$ cat config.mk
export PLATFORM = sky130hd
export DESIGN_NAME = srxb_top
export DESIGN_NICKNAME = d
export VERILOG_FILES = /design/src/inc/srxb_pkg.sv /design/src/logic/srxb_mem.sv /design/src/logic/srxb_top.sv
export SDC_FILE = /design/constraint.sdc
export NUM_CORES = 1
export LEC_CHECK = 0
export BUFFER_PORTS_ARGS = -buffer_cell sky130_fd_sc_hd__buf_2
export CORE_MARGIN = 3
export CORE_UTILIZATION = 56
export CTS_CLUSTER_SIZE = 24
export DETAILED_ROUTE_END_ITERATION = 10
export GPL_ROUTABILITY_DRIVEN = 0
export PLACE_DENSITY = 0.75
export SYNTH_ARGS = -nofsm -noshare
export SYNTH_HDL_FRONTEND = slang
export SYNTH_HIERARCHICAL = 1
export SYNTH_SLANG_ARGS = --single-unit
$ cat constraint.sdc
create_clock -name clk -period 3.41 [get_ports clk]
set_input_delay 0.1705 -clock clk [delete_from_list [all_inputs] [get_ports clk]]
set_output_delay 0.1705 -clock clk [all_outputs]
set_load 0.005 [all_outputs]
$ cat src/inc/srxb_pkg.sv
package srxb_pkg;
	// register byte addresses
	localparam logic [7:0] ADDR_MODE     = 8'h00;
	localparam logic [7:0] ADDR_DIVISOR  = 8'h04;
	localparam logic [7:0] ADDR_STATUS   = 8'h08;
	localparam logic [7:0] ADDR_FCTRL    = 8'h0c;
	localparam logic [7:0] ADDR_FCOUNT   = 8'h10;
	localparam logic [7:0] ADDR_RXDATA   = 8'h14;
	localparam logic [7:0] ADDR_IRQ_STAT = 8'h18;
	localparam logic [7:0] ADDR_IRQ_MASK = 8'h1c;

	// serial mode register layout
	localparam int MODE_PRE_LSB  = 0;
	localparam int MODE_SAMP_LSB = 2;
	localparam int MODE_SYNC_BIT = 5;
	localparam int MODE_WIDTH    = 6;

	// status register layout
	localparam int ST_IDLE_BIT = 0;
	localparam int ST_FILL_BIT = 1;

	// fifo control register layout
	localparam int FC_RESET_BIT = 1;
	localparam int FC_TRIG_LSB  = 6;

	// interrupt status layout
	localparam int IRQ_IDLE_BIT    = 0;
	localparam int IRQ_FILL_BIT    = 1;
	localparam int IRQ_OVERRUN_BIT = 2;
	localparam int IRQ_WIDTH       = 3;

	localparam int FIFO_DEPTH = 64;
	localparam int PTR_W      = 6;
	localparam int CNT_W      = 7;

	localparam logic [7:0]       DIVISOR_RESET = 8'hff;
	localparam logic [CNT_W-1:0] FIFO_FULL     = 7'h40;

	// receive trigger levels by code
	localparam logic [CNT_W-1:0] TRIG_CODE0 = 7'h01;
	localparam logic [CNT_W-1:0] TRIG_CODE1 = 7'h10;
	localparam logic [CNT_W-1:0] TRIG_CODE2 = 7'h20;
	localparam logic [CNT_W-1:0] TRIG_CODE3 = 7'h30;

	// prescaler terminal counts: divide by 1, 4, 16, 64
	localparam logic [5:0] PRE_TERM0 = 6'h00;
	localparam logic [5:0] PRE_TERM1 = 6'h03;
	localparam logic [5:0] PRE_TERM2 = 6'h0f;
	localparam logic [5:0] PRE_TERM3 = 6'h3f;

	// half bit-period factors (factor/2): 32,10,22,26,58 async, 4 sync
	localparam logic [4:0] HALF_S16  = 5'h10;
	localparam logic [4:0] HALF_S5   = 5'h05;
	localparam logic [4:0] HALF_S11  = 5'h0b;
	localparam logic [4:0] HALF_S13  = 5'h0d;
	localparam logic [4:0] HALF_S29  = 5'h1d;
	localparam logic [4:0] HALF_SYNC = 5'h02;

	// idle timeout: 15 etu at 1/16 sampling
	localparam int         IDLE_ETU    = 15;
	localparam logic [4:0] ETU16_HALF  = HALF_S16;
	localparam logic [3:0] IDLE_ETU_CT = 4'(IDLE_ETU);

	typedef enum logic [2:0] {
		SRXB_SAMP_16 = 3'h0,
		SRXB_SAMP_5  = 3'h1,
		SRXB_SAMP_11 = 3'h2,
		SRXB_SAMP_13 = 3'h3,
		SRXB_SAMP_29 = 3'h4
	} srxb_samp_t;

	typedef struct packed {
		logic       sync_mode;
		logic [2:0] sampling;
		logic [1:0] prescale;
	} srxb_mode_t;

	typedef struct packed {
		logic fill;
		logic idle;
	} srxb_flags_t;
endpackage : srxb_pkg

$ cat src/logic/srxb_mem.sv
module srxb_mem
	import srxb_pkg::*;
(
	input  wire logic             clk,
	input  wire logic             wr_en,
	input  wire logic [PTR_W-1:0] wr_addr,
	input  wire logic [7:0]       wr_data,
	input  wire logic [PTR_W-1:0] rd_addr,
	output logic      [7:0]       rd_data
);
	logic [7:0] store [FIFO_DEPTH];

	// no reset: content of an empty slot is undefined by design
	always_ff @(posedge clk) begin
		if (wr_en) begin
			store[wr_addr] <= wr_data;
		end
	end

	always_ff @(posedge clk) begin
		rd_data <= store[rd_addr];
	end
endmodule : srxb_mem

$ cat src/logic/srxb_top.sv
module srxb_top
	import srxb_pkg::*;
(
	input  wire logic        clk,
	input  wire logic        rst,
	input  wire logic [7:0]  bus_addr,
	input  wire logic [15:0] bus_wdata,
	input  wire logic        bus_wr,
	input  wire logic        bus_rd,
	output logic      [15:0] bus_rdata,
	input  wire logic        rx_char_valid,
	input  wire logic [7:0]  rx_char_data,
	output logic             sample_tick,
	output logic             bit_tick,
	output logic             irq
);
	srxb_mode_t           mode;
	logic [7:0]           divisor;
	logic [1:0]           trig_code;
	srxb_flags_t          flags;
	srxb_flags_t          seen_one;
	logic [IRQ_WIDTH-1:0] irq_stat;
	logic [IRQ_WIDTH-1:0] irq_mask;

	logic [PTR_W-1:0] wr_ptr;
	logic [PTR_W-1:0] rd_ptr;
	logic [CNT_W-1:0] fifo_count;
	logic [7:0]       mem_q;
	logic             rdata_from_fifo;
	logic [15:0]      rdata_reg;

	logic [5:0] pre_cnt;
	logic [7:0] div_cnt;
	logic [4:0] samp_cnt;
	logic [4:0] etu_cnt;
	logic [3:0] idle_etu;
	logic       idle_armed;

	logic [5:0]       pre_term;
	logic [4:0]       half_factor;
	logic [CNT_W-1:0] trig_level;
	logic             pre_tick;
	logic             etu16_tick;
	logic             fifo_full;
	logic             fifo_empty;
	logic             push;
	logic             pop;
	logic             overrun;
	logic             fifo_reset;
	logic             wr_status;
	logic             rd_status;
	logic             fill_set;
	logic             fill_clear;
	logic             idle_set;
	logic             idle_clear;
	logic             fill_rise;
	logic             fill_prev;

	assign wr_status = bus_wr && (bus_addr == ADDR_STATUS);
	assign rd_status = bus_rd && (bus_addr == ADDR_STATUS);

	// ---------------- baud generator ----------------

	always_comb begin
		unique case (mode.prescale)
			2'h0: pre_term = PRE_TERM0;
			2'h1: pre_term = PRE_TERM1;
			2'h2: pre_term = PRE_TERM2;
			2'h3: pre_term = PRE_TERM3;
		endcase
	end

	// factor*2^(2n-1) = (factor/2)*4^n, so the half factor counts sub ticks
	always_comb begin
		if (mode.sync_mode) begin
			half_factor = HALF_SYNC;
		end else begin
			unique case (mode.sampling)
				SRXB_SAMP_16: half_factor = HALF_S16;
				SRXB_SAMP_5:  half_factor = HALF_S5;
				SRXB_SAMP_11: half_factor = HALF_S11;
				SRXB_SAMP_13: half_factor = HALF_S13;
				SRXB_SAMP_29: half_factor = HALF_S29;
				// undefined sampling codes fall back to 1/16
				default:      half_factor = HALF_S16;
			endcase
		end
	end

	assign pre_tick    = (pre_cnt == pre_term);
	assign sample_tick = pre_tick && (div_cnt == divisor);
	assign bit_tick    = sample_tick && (samp_cnt == half_factor - 5'h01);
	assign etu16_tick  = sample_tick && (etu_cnt == ETU16_HALF - 5'h01);

	always_ff @(posedge clk) begin
		if (rst || pre_tick) begin
			pre_cnt <= '0;
		end else begin
			pre_cnt <= pre_cnt + 6'h01;
		end
	end

	// divides the prescaled clock by divisor+1
	always_ff @(posedge clk) begin
		if (rst) begin
			div_cnt <= '0;
		end else if (sample_tick) begin
			div_cnt <= '0;
		end else if (pre_tick) begin
			div_cnt <= div_cnt + 8'h01;
		end
	end

	always_ff @(posedge clk) begin
		if (rst || bit_tick) begin
			samp_cnt <= '0;
		end else if (sample_tick) begin
			samp_cnt <= samp_cnt + 5'h01;
		end
	end

	// idle timing always runs on 1/16 etu, whatever the sampling rate
	always_ff @(posedge clk) begin
		if (rst || rx_char_valid || etu16_tick) begin
			etu_cnt <= '0;
		end else if (sample_tick) begin
			etu_cnt <= etu_cnt + 5'h01;
		end
	end

	// ---------------- receive fifo ----------------

	assign fifo_full  = (fifo_count == FIFO_FULL);
	assign fifo_empty = (fifo_count == '0);
	assign push       = rx_char_valid && !fifo_full;
	assign overrun    = rx_char_valid && fifo_full;
	assign pop        = bus_rd && (bus_addr == ADDR_RXDATA) && !fifo_empty;
	assign fifo_reset = bus_wr && (bus_addr == ADDR_FCTRL) && bus_wdata[FC_RESET_BIT];

	srxb_mem u_mem (
		.clk     (clk),
		.wr_en   (push),
		.wr_addr (wr_ptr),
		.wr_data (rx_char_data),
		.rd_addr (rd_ptr),
		.rd_data (mem_q)
	);

	always_ff @(posedge clk) begin
		if (rst || fifo_reset) begin
			wr_ptr <= '0;
		end else if (push) begin
			wr_ptr <= wr_ptr + 6'h01;
		end
	end

	// an empty read still returns whatever the slot holds
	always_ff @(posedge clk) begin
		if (rst || fifo_reset) begin
			rd_ptr <= '0;
		end else if (pop) begin
			rd_ptr <= rd_ptr + 6'h01;
		end
	end

	always_ff @(posedge clk) begin
		if (rst || fifo_reset) begin
			fifo_count <= '0;
		end else if (push && !pop) begin
			fifo_count <= fifo_count + 7'h01;
		end else if (pop && !push) begin
			fifo_count <= fifo_count - 7'h01;
		end
	end

	// ---------------- trigger and flags ----------------

	always_comb begin
		unique case (trig_code)
			2'h0: trig_level = TRIG_CODE0;
			2'h1: trig_level = TRIG_CODE1;
			2'h2: trig_level = TRIG_CODE2;
			2'h3: trig_level = TRIG_CODE3;
		endcase
	end

	// idle timer arms on each character, disarms once the flag fires
	always_ff @(posedge clk) begin
		if (rst || fifo_reset) begin
			idle_armed <= 1'b0;
			idle_etu   <= '0;
		end else if (rx_char_valid) begin
			idle_armed <= 1'b1;
			idle_etu   <= '0;
		end else if (idle_set) begin
			idle_armed <= 1'b0;
			idle_etu   <= '0;
		end else if (etu16_tick && idle_armed) begin
			idle_etu   <= idle_etu + 4'h1;
		end
	end

	assign fill_set = (fifo_count >= trig_level);
	assign idle_set = idle_armed && etu16_tick && !mode.sync_mode
		&& (idle_etu == IDLE_ETU_CT - 4'h1) && !fifo_empty
		&& (fifo_count < trig_level);

	// a written 1 is ignored; a 0 clears only after the flag was read as 1
	assign fill_clear = wr_status && !bus_wdata[ST_FILL_BIT] && seen_one.fill
		&& (fifo_count < trig_level);
	assign idle_clear = wr_status && !bus_wdata[ST_IDLE_BIT] && seen_one.idle
		&& fifo_empty;

	// set wins over a clear in the same cycle
	always_ff @(posedge clk) begin
		if (rst) begin
			flags.fill <= 1'b0;
		end else begin
			flags.fill <= fill_set || (flags.fill && !fill_clear);
		end
	end

	always_ff @(posedge clk) begin
		if (rst) begin
			flags.idle <= 1'b0;
		end else begin
			flags.idle <= idle_set || (flags.idle && !idle_clear);
		end
	end

	// remembers that software has seen each flag as 1
	always_ff @(posedge clk) begin
		if (rst) begin
			seen_one <= '0;
		end else begin
			if (!flags.fill || fill_clear) begin
				seen_one.fill <= 1'b0;
			end else if (rd_status) begin
				seen_one.fill <= 1'b1;
			end
			if (!flags.idle || idle_clear) begin
				seen_one.idle <= 1'b0;
			end else if (rd_status) begin
				seen_one.idle <= 1'b1;
			end
		end
	end

	// ---------------- interrupts ----------------

	always_ff @(posedge clk) begin
		if (rst) begin
			fill_prev <= 1'b0;
		end else begin
			fill_prev <= flags.fill;
		end
	end

	assign fill_rise = flags.fill && !fill_prev;

	// sticky events, write one to clear, a new event beats the clear
	always_ff @(posedge clk) begin
		if (rst) begin
			irq_stat <= '0;
		end else begin
			if (bus_wr && (bus_addr == ADDR_IRQ_STAT)) begin
				irq_stat <= (irq_stat & ~bus_wdata[IRQ_WIDTH-1:0])
					| {overrun, fill_rise, idle_set};
			end else begin
				irq_stat <= irq_stat | {overrun, fill_rise, idle_set};
			end
		end
	end

	assign irq = |(irq_stat & irq_mask);

	// ---------------- register writes ----------------

	always_ff @(posedge clk) begin
		if (rst) begin
			mode <= '0;
		end else if (bus_wr && (bus_addr == ADDR_MODE)) begin
			mode.prescale  <= bus_wdata[MODE_PRE_LSB +: 2];
			mode.sampling  <= bus_wdata[MODE_SAMP_LSB +: 3];
			mode.sync_mode <= bus_wdata[MODE_SYNC_BIT];
		end
	end

	// software keeps the divisor legal; sync mode with 0 is not guarded
	always_ff @(posedge clk) begin
		if (rst) begin
			divisor <= DIVISOR_RESET;
		end else if (bus_wr && (bus_addr == ADDR_DIVISOR)) begin
			divisor <= bus_wdata[7:0];
		end
	end

	always_ff @(posedge clk) begin
		if (rst) begin
			trig_code <= '0;
		end else if (bus_wr && (bus_addr == ADDR_FCTRL)) begin
			trig_code <= bus_wdata[FC_TRIG_LSB +: 2];
		end
	end

	always_ff @(posedge clk) begin
		if (rst) begin
			irq_mask <= '0;
		end else if (bus_wr && (bus_addr == ADDR_IRQ_MASK)) begin
			irq_mask <= bus_wdata[IRQ_WIDTH-1:0];
		end
	end

	// ---------------- register reads ----------------

	always_ff @(posedge clk) begin
		if (rst) begin
			rdata_reg       <= '0;
			rdata_from_fifo <= 1'b0;
		end else if (bus_rd) begin
			rdata_from_fifo <= (bus_addr == ADDR_RXDATA);
			case (bus_addr)
				ADDR_MODE:     rdata_reg <= 16'(mode);
				ADDR_DIVISOR:  rdata_reg <= {8'h00, divisor};
				ADDR_STATUS:   rdata_reg <= 16'(flags);
				ADDR_FCTRL:    rdata_reg <= 16'({trig_code, 6'h00});
				ADDR_FCOUNT:   rdata_reg <= 16'(fifo_count);
				ADDR_IRQ_STAT: rdata_reg <= 16'(irq_stat);
				ADDR_IRQ_MASK: rdata_reg <= 16'(irq_mask);
				// unmapped addresses read as zero
				default:       rdata_reg <= '0;
			endcase
		end else begin
			rdata_reg       <= '0;
			rdata_from_fifo <= 1'b0;
		end
	end

	// both sources are flops; the memory output already is a register
	assign bus_rdata = rdata_from_fifo ? {8'h00, mem_q} : rdata_reg;
endmodule : srxb_top
# Yosys cells after proc, flatten, opt, wreduce, memory -nomap -nowiden
# Memory sizes are Yosys's and may differ from the RTL's. A register that Yosys moved wholly into a read port is not among the register bits.
# Index checks and enable logic that the tools add are counted.
[classes]
addsub = 10
n_lt_le_gt_ge = 2
eq_ne = 23
mux = 13
n_bitwise = 6
reduce_logical = 64
[op_table]
columns = ["op", "n"]
rows = [
  ["case mux 8 bit (7 select lines)", 1],
  ["== test 8 x 5 -> 1 bit, second input constant", 4],
  ["logical AND 1 bit", 31],
  ["case mux 7 bit (4 select lines)", 1],
  ["case mux 6 bit (4 select lines)", 1],
  ["case mux 5 bit (4 select lines)", 1],
  ["adder 6 x 1 -> 6 bit, second input constant", 3],
  ["== test 8 x 4 -> 1 bit, second input constant", 2],
  ["2-to-1 mux 16 bit", 1],
  ["2-to-1 mux 7 bit", 2],
  ["zero test 1 bit", 12],
  ["adder 5 x 1 -> 5 bit, second input constant", 2],
  ["logical OR 1 bit", 9],
  ["adder 8 x 1 -> 8 bit, second input constant", 1],
  ["== test 2 bit, second input constant", 4],
  ["== test 8 x 3 -> 1 bit, second input constant", 1],
  ["== test 8 bit", 1],
  ["zero test 8 bit", 1],
  ["OR reduction 2 bit", 4],
  ["adder 7 x 1 -> 7 bit, second input constant", 1],
  ["== test 7 bit, second input constant", 1],
  ["greater-or-equal comparator 7 bit", 1],
  ["zero test 7 bit", 1],
  ["< comparator 7 bit", 1],
  ["21 further kinds", 31],
]
[totals]
register_bits = 92
ram_bits = 512
wordCells = 142
memories = 1
[mem_list]
columns = ["memory", "words", "width", "read_ports", "rd_clocked_by_memory_dff", "write_ports", "line", "source"]
rows = [
  ["u_mem.store", 64, 8, 1, 1, 1, "srxb_mem.sv:11", "logic [7:0] store [FIFO_DEPTH];"],
]

# Logic depth before layout (Yosys ltp)
[logic_depth]
word_depth = 12
ltp_mapped = 13
ltp_nobuf = 12

# Modules after synthesis
# Netlist, hierarchy kept.
[by_module_without_submodules]
columns = ["mod", "instances", "cells_per_inst", "area_each_um2", "seq_area_each_um2"]
rows = [
  ["srxb_mem", 1, 940, 20166.8, 15534.9],
  ["srxb_top", 1, 527, 4544.4, 1681.6],
]

# Least setup slack after synthesis
# OpenSTA, ideal clock, no wires.
[synth_timing]
path_type = "input-to-reg"
startpoint = "input bus_addr[5]"
endpoint = "register fifo_count[6]"
setup_ps = 121
arrival_time_ps = 2990
setup_slack_ps = 299
path_stages = 13
cell_sequence = "or4b_1 clkbuf_1 nor3_1 and2_1 inv_1 ha_1 inv_1 ha_1 a21o_1 a21oi_1 o21ai_0 nand4_1 mux2_2"
[synth_between]
elab_chain_cells = 6
[synth_rtl]
columns = ["item", "line", "source"]
rows = [
  ["start, declared", "srxb_top.sv:6", "input wire logic [7:0] bus_addr,"],
  ["== test 8 x 5 -> 1 bit", "srxb_top.sv:137", "assign pop = bus_rd && (bus_addr == ADDR_RXDATA) && !fifo_empty;"],
  ["logical AND 1 bit (2 in a row)", "srxb_top.sv:137", ""],
  ["zero test 1 bit", "srxb_top.sv:169", "end else if (push && !pop) begin"],
  ["logical AND 1 bit", "srxb_top.sv:169", ""],
  ["2-to-1 mux 7 bit or nonzero test 2 bit (tied branches)", "--", ""],
  ["end signal, assigned", "srxb_top.sv:170", "fifo_count <= fifo_count + 7'h01;"],
  ["end signal, assigned", "srxb_top.sv:172", "fifo_count <= fifo_count - 7'h01;"],
  ["end, declared", "srxb_top.sv:27", "logic [CNT_W-1:0] fifo_count;"],
]
# Several ways; a longest one is shown, not always the timed one.
# A chain may end at the register's enable or synchronous reset.

# Worst setup path in the final report
[layout_timing]
startpoint = "register fifo_count[1]"
endpoint = "memory u_mem.store[47][7], enable pin"
[layout_between]
elab_chain_cells = 5
[layout_rtl]
columns = ["item", "line", "source"]
rows = [
  ["== test 7 bit", "srxb_top.sv:133", "assign fifo_full = (fifo_count == FIFO_FULL);"],
  ["zero test 1 bit", "srxb_top.sv:135", "assign push = rx_char_valid && !fifo_full;"],
  ["logical AND 1 bit", "srxb_top.sv:135", ""],
  ["named net push", "srxb_top.sv:46", "logic push;"],
  ["2-to-1 mux 1 bit", "srxb_mem.sv:15", "if (wr_en) begin"],
  ["2-to-1 mux 1 bit (not written as such)", "srxb_mem.sv:16", "store[wr_addr] <= wr_data;"],
  ["end, declared", "srxb_mem.sv:11", ""],
]
# The timed path passes the listed nets, and every way through them passes these cells.

==> summary.md <==
| Metric | Value |
|---|---|
| Final period util | 93.9% |
| Top reg by flops | u_mem/store |
| Inserted Diodes | 0 |
| Cell family with most CP delay | simple AND/OR/NAND/NOR gates |
| CTS buffer count | 59 |
| Yosys warns | 6 |
| Bufs on Longest Clock Path | 3 |
| Nets | 1,632 |
| Clk Latency, worst-skew pair | 0.62 ns |
| Min Tclk post-route | 3.20 ns |
| Row cnt | 76 |
| Unrepaired setup endpoints after global routing | no |
| Post-synth EDFFs | 512 |
| Most frequent cells in the layout | 512 x edfxtp_1, 136 x nor2_1, 126 x mux4_2 |
| Relative slew slack | 18.3% |
| CP Max Fanout | 13 |
| Final WL | 54.4 mm |
| CTS root buffer | clkbuf_16 |
| Sw power | 3.37 mW |
| Htree depth | 2 |
| Leak | 8.83 nW |
| Die span in y | 216 um |
| CTS tree | built |
| Mapped Cells | 1,467 |
| Critical path arrival | 3.45 ns |
| Buf+Inv Stages, Crit Path | 1 |
| Post-CTS Setup Bufs | 0 |
| Power share of the combinational group | 5.6% |
| PwrDens | 558 nW/um2 |
| Via density | 6.29 |
| Largest register FFs | 512 |
| Asr flop ratio synth | 0% |
| FILL cells | 2,959 |
| Grt ovf | 0 |
| Post-synthesis cell type count | 76 |
| # IOs | 56 |
| Vias in the first global route | 13,949 |
| Clk slew on worst S/H paths | 0.06 ns |
| Buffers on Ports | 39 |
| Hold Slack | 0.0512 ns |
| Final hold violations | 0 |
| Fraction of layout cells with a size suffix above 1 | 22.5% |
| Sw frac | 21.7% |
| Setup CP Type | flip-flop to flip-flop |
| Sequential element share of the synthesized area | 69.7% |
| Post-DP HPWL | 33.4 mm |
| Clock Skew | 0.0170 ns |
| Die Area | 46,700 um2 |
| Final setup vio count | 0 |
| 1st-pass router iterations | 7 |
| Critical-path cell list | nor2_1 > a31oi_1 > buf_4 > nand4_1 > nor2_1 |
| Commonest non-fill, non-tap cell in the layout | edfxtp_1 |
| Worst Path Required | 3.65 ns |
| Area delta synth->final | 12.6% |
| Mapped Area | 24,700 um2 |
| Sequential Power Share | 53.0% |
| Final slew viol count | 0 |
| First-iteration detailed-routing DRC count | 1,559 |
| Clock sink count | 604 |
| Measured slew at the worst slew-check pin | 1.22 ns |
| Die width | 216 um |
| CP dominant cell by count | nor2_1 |
| Initial antenna violation count | 0 |
| Hold/Removal Path Class | primary input to flip-flop |
| Status | completed |
| Gr usage total | 23.6% |
| Crit path capture type | flip-flop |
| Max cap viols | 0 |
| Worst path max stage delay | 0.93 ns |
| Initial core utilization | 57.0% |
| Setup TNS | 0 ns |
| Clk pwr share | 41.4% |
| DRT antenna net count | 0 |
| Largest net degree at the start of global routing | 65 |
| Syn_area_per_cell | 16.8 um2 |
| Maximum VDD drop | 409 uV |
| Worst path slowest cell | nor2_1 |
| Cell internal pwr | 12.2 mW |
| Wire per inst | 24.6 um |
| Vias | 13,880 |
| # DRC | 0 |
| First-pass GRT wire length | 84.2 mm |
| Synth Flop Type | edfxtp_1 |
| Startpoint types | flip-flop |
| Seq cells post-synth | 604 |
| Core area | 43,400 um2 |
| F_max | 312 MHz |
through the flow:
step	instances	cell area (um2)	utilization (%)	setup WS [ns]	total power, mW
2_1_floorplan	1474	24700	-	0.299	8.88
3_3_place_gp	2080	25700	59.3	0.162	9.19
3_5_place_dp	2080	25700	59.3	0.0965	9.23
4_1_cts	2207	27800	64.2	0.223	15.6
5_1_grt	2207	27800	64.2	0.0211	16.1
6_report	2207	27800	64.2	0.208	15.5
cell usage after synthesis, drive strengths merged, types with 9 or more instances:
cell	number	area, um2
o22ai	9	56.3
inv	23	86.3
xnor2	9	78.8
mux2	22	248
a21oi	43	226
mux2i	35	350
mux4	126	2840
edfxtp	512	15400
nor2b	15	93.8
nor4	11	120
ha	19	238
nand3	47	235
or4	10	82.6
a22oi	11	82.6
dfxtp	92	1840
nand2	62	233
nor2	136	510
buf	47	344
o21ai	24	128
clkbuf	34	128
nand2b	11	68.8
nor3	16	85.1
xor2	23	201
layout make-up:
| cell class | count | area [um2] | share of cell area [%] |
|---|---|---|---|
| Clock buffer | 68 | 1510 | 5.43 |
| Clock inverter | 40 | 400 | 1.44 |
| Inverter | 23 | 86.3 | 0.310 |
| Multi-Input combinational cell | 766 | 6970 | 25.0 |
| Sequential cell | 604 | 17200 | 61.9 |
| Tap cell | 585 | 732 | 2.63 |
| Timing Repair Buffer | 121 | 908 | 3.26 |
final timing paths:
path              slack [ns]                            to  cells past startpoint                  startpoint
setup / recovery        0.21  u_mem/store[47][7]$_DFFE_PP_                      5  fifo_count[1]$_SDFFE_PP0P_
hold / removal          0.05          fill_prev$_SDFF_PP0_                      2                         rst
setup reg to reg        0.21  u_mem/store[47][7]$_DFFE_PP_                      5  fifo_count[1]$_SDFFE_PP0P_
hold reg to reg         0.45       etu_cnt[4]$_SDFFE_PP0P_                      2     etu_cnt[4]$_SDFFE_PP0P_
power by group through the flow:
| stage | sequential, mW | clock [mW] | combinational [mW] |
|---|---|---|---|
| 5_1_grt | 8.24 | 6.85 | 0.962 |
| 3_3_place_gp | 8.38 | 0 | 0.811 |
| 4_1_cts | 8.23 | 6.53 | 0.862 |
| 3_5_place_dp | 8.39 | 0 | 0.840 |
| 2_1_floorplan | 8.35 | 0 | 0.531 |
| 6_report | 8.23 | 6.42 | 0.873 |
metal layers:
metal	global-route usage (%)	wire length, um
met1	33.4	22600
met2	37.8	26000
met3	4.56	4020
met4	7.49	1720
met5	0	0
logic make-up (layout without fill, tap and decap cells):
family / count (synthesis) / after routing / share of synthesized area [%]
compound gates: 168 / 168 / 4.80
xor+xnor: 32 / 32 / 1.13
fa+ha+maj: 20 / 20 / 1.04
buf+inv: 104 / 252 / 2.26
flops: 604 / 604 / 69.7
mux: 183 / 183 / 13.9
other cells: 1 / 8 / 0.0152
simple gates: 355 / 355 / 7.17
repair_timing:
item,CTS,global route
endpoints found under the hold margin,26,0
resized for setup,0,1
setup endpoints to repair,0,1
hold buffers,19,0
Note: power is estimated with default switching activity, not from simulation.
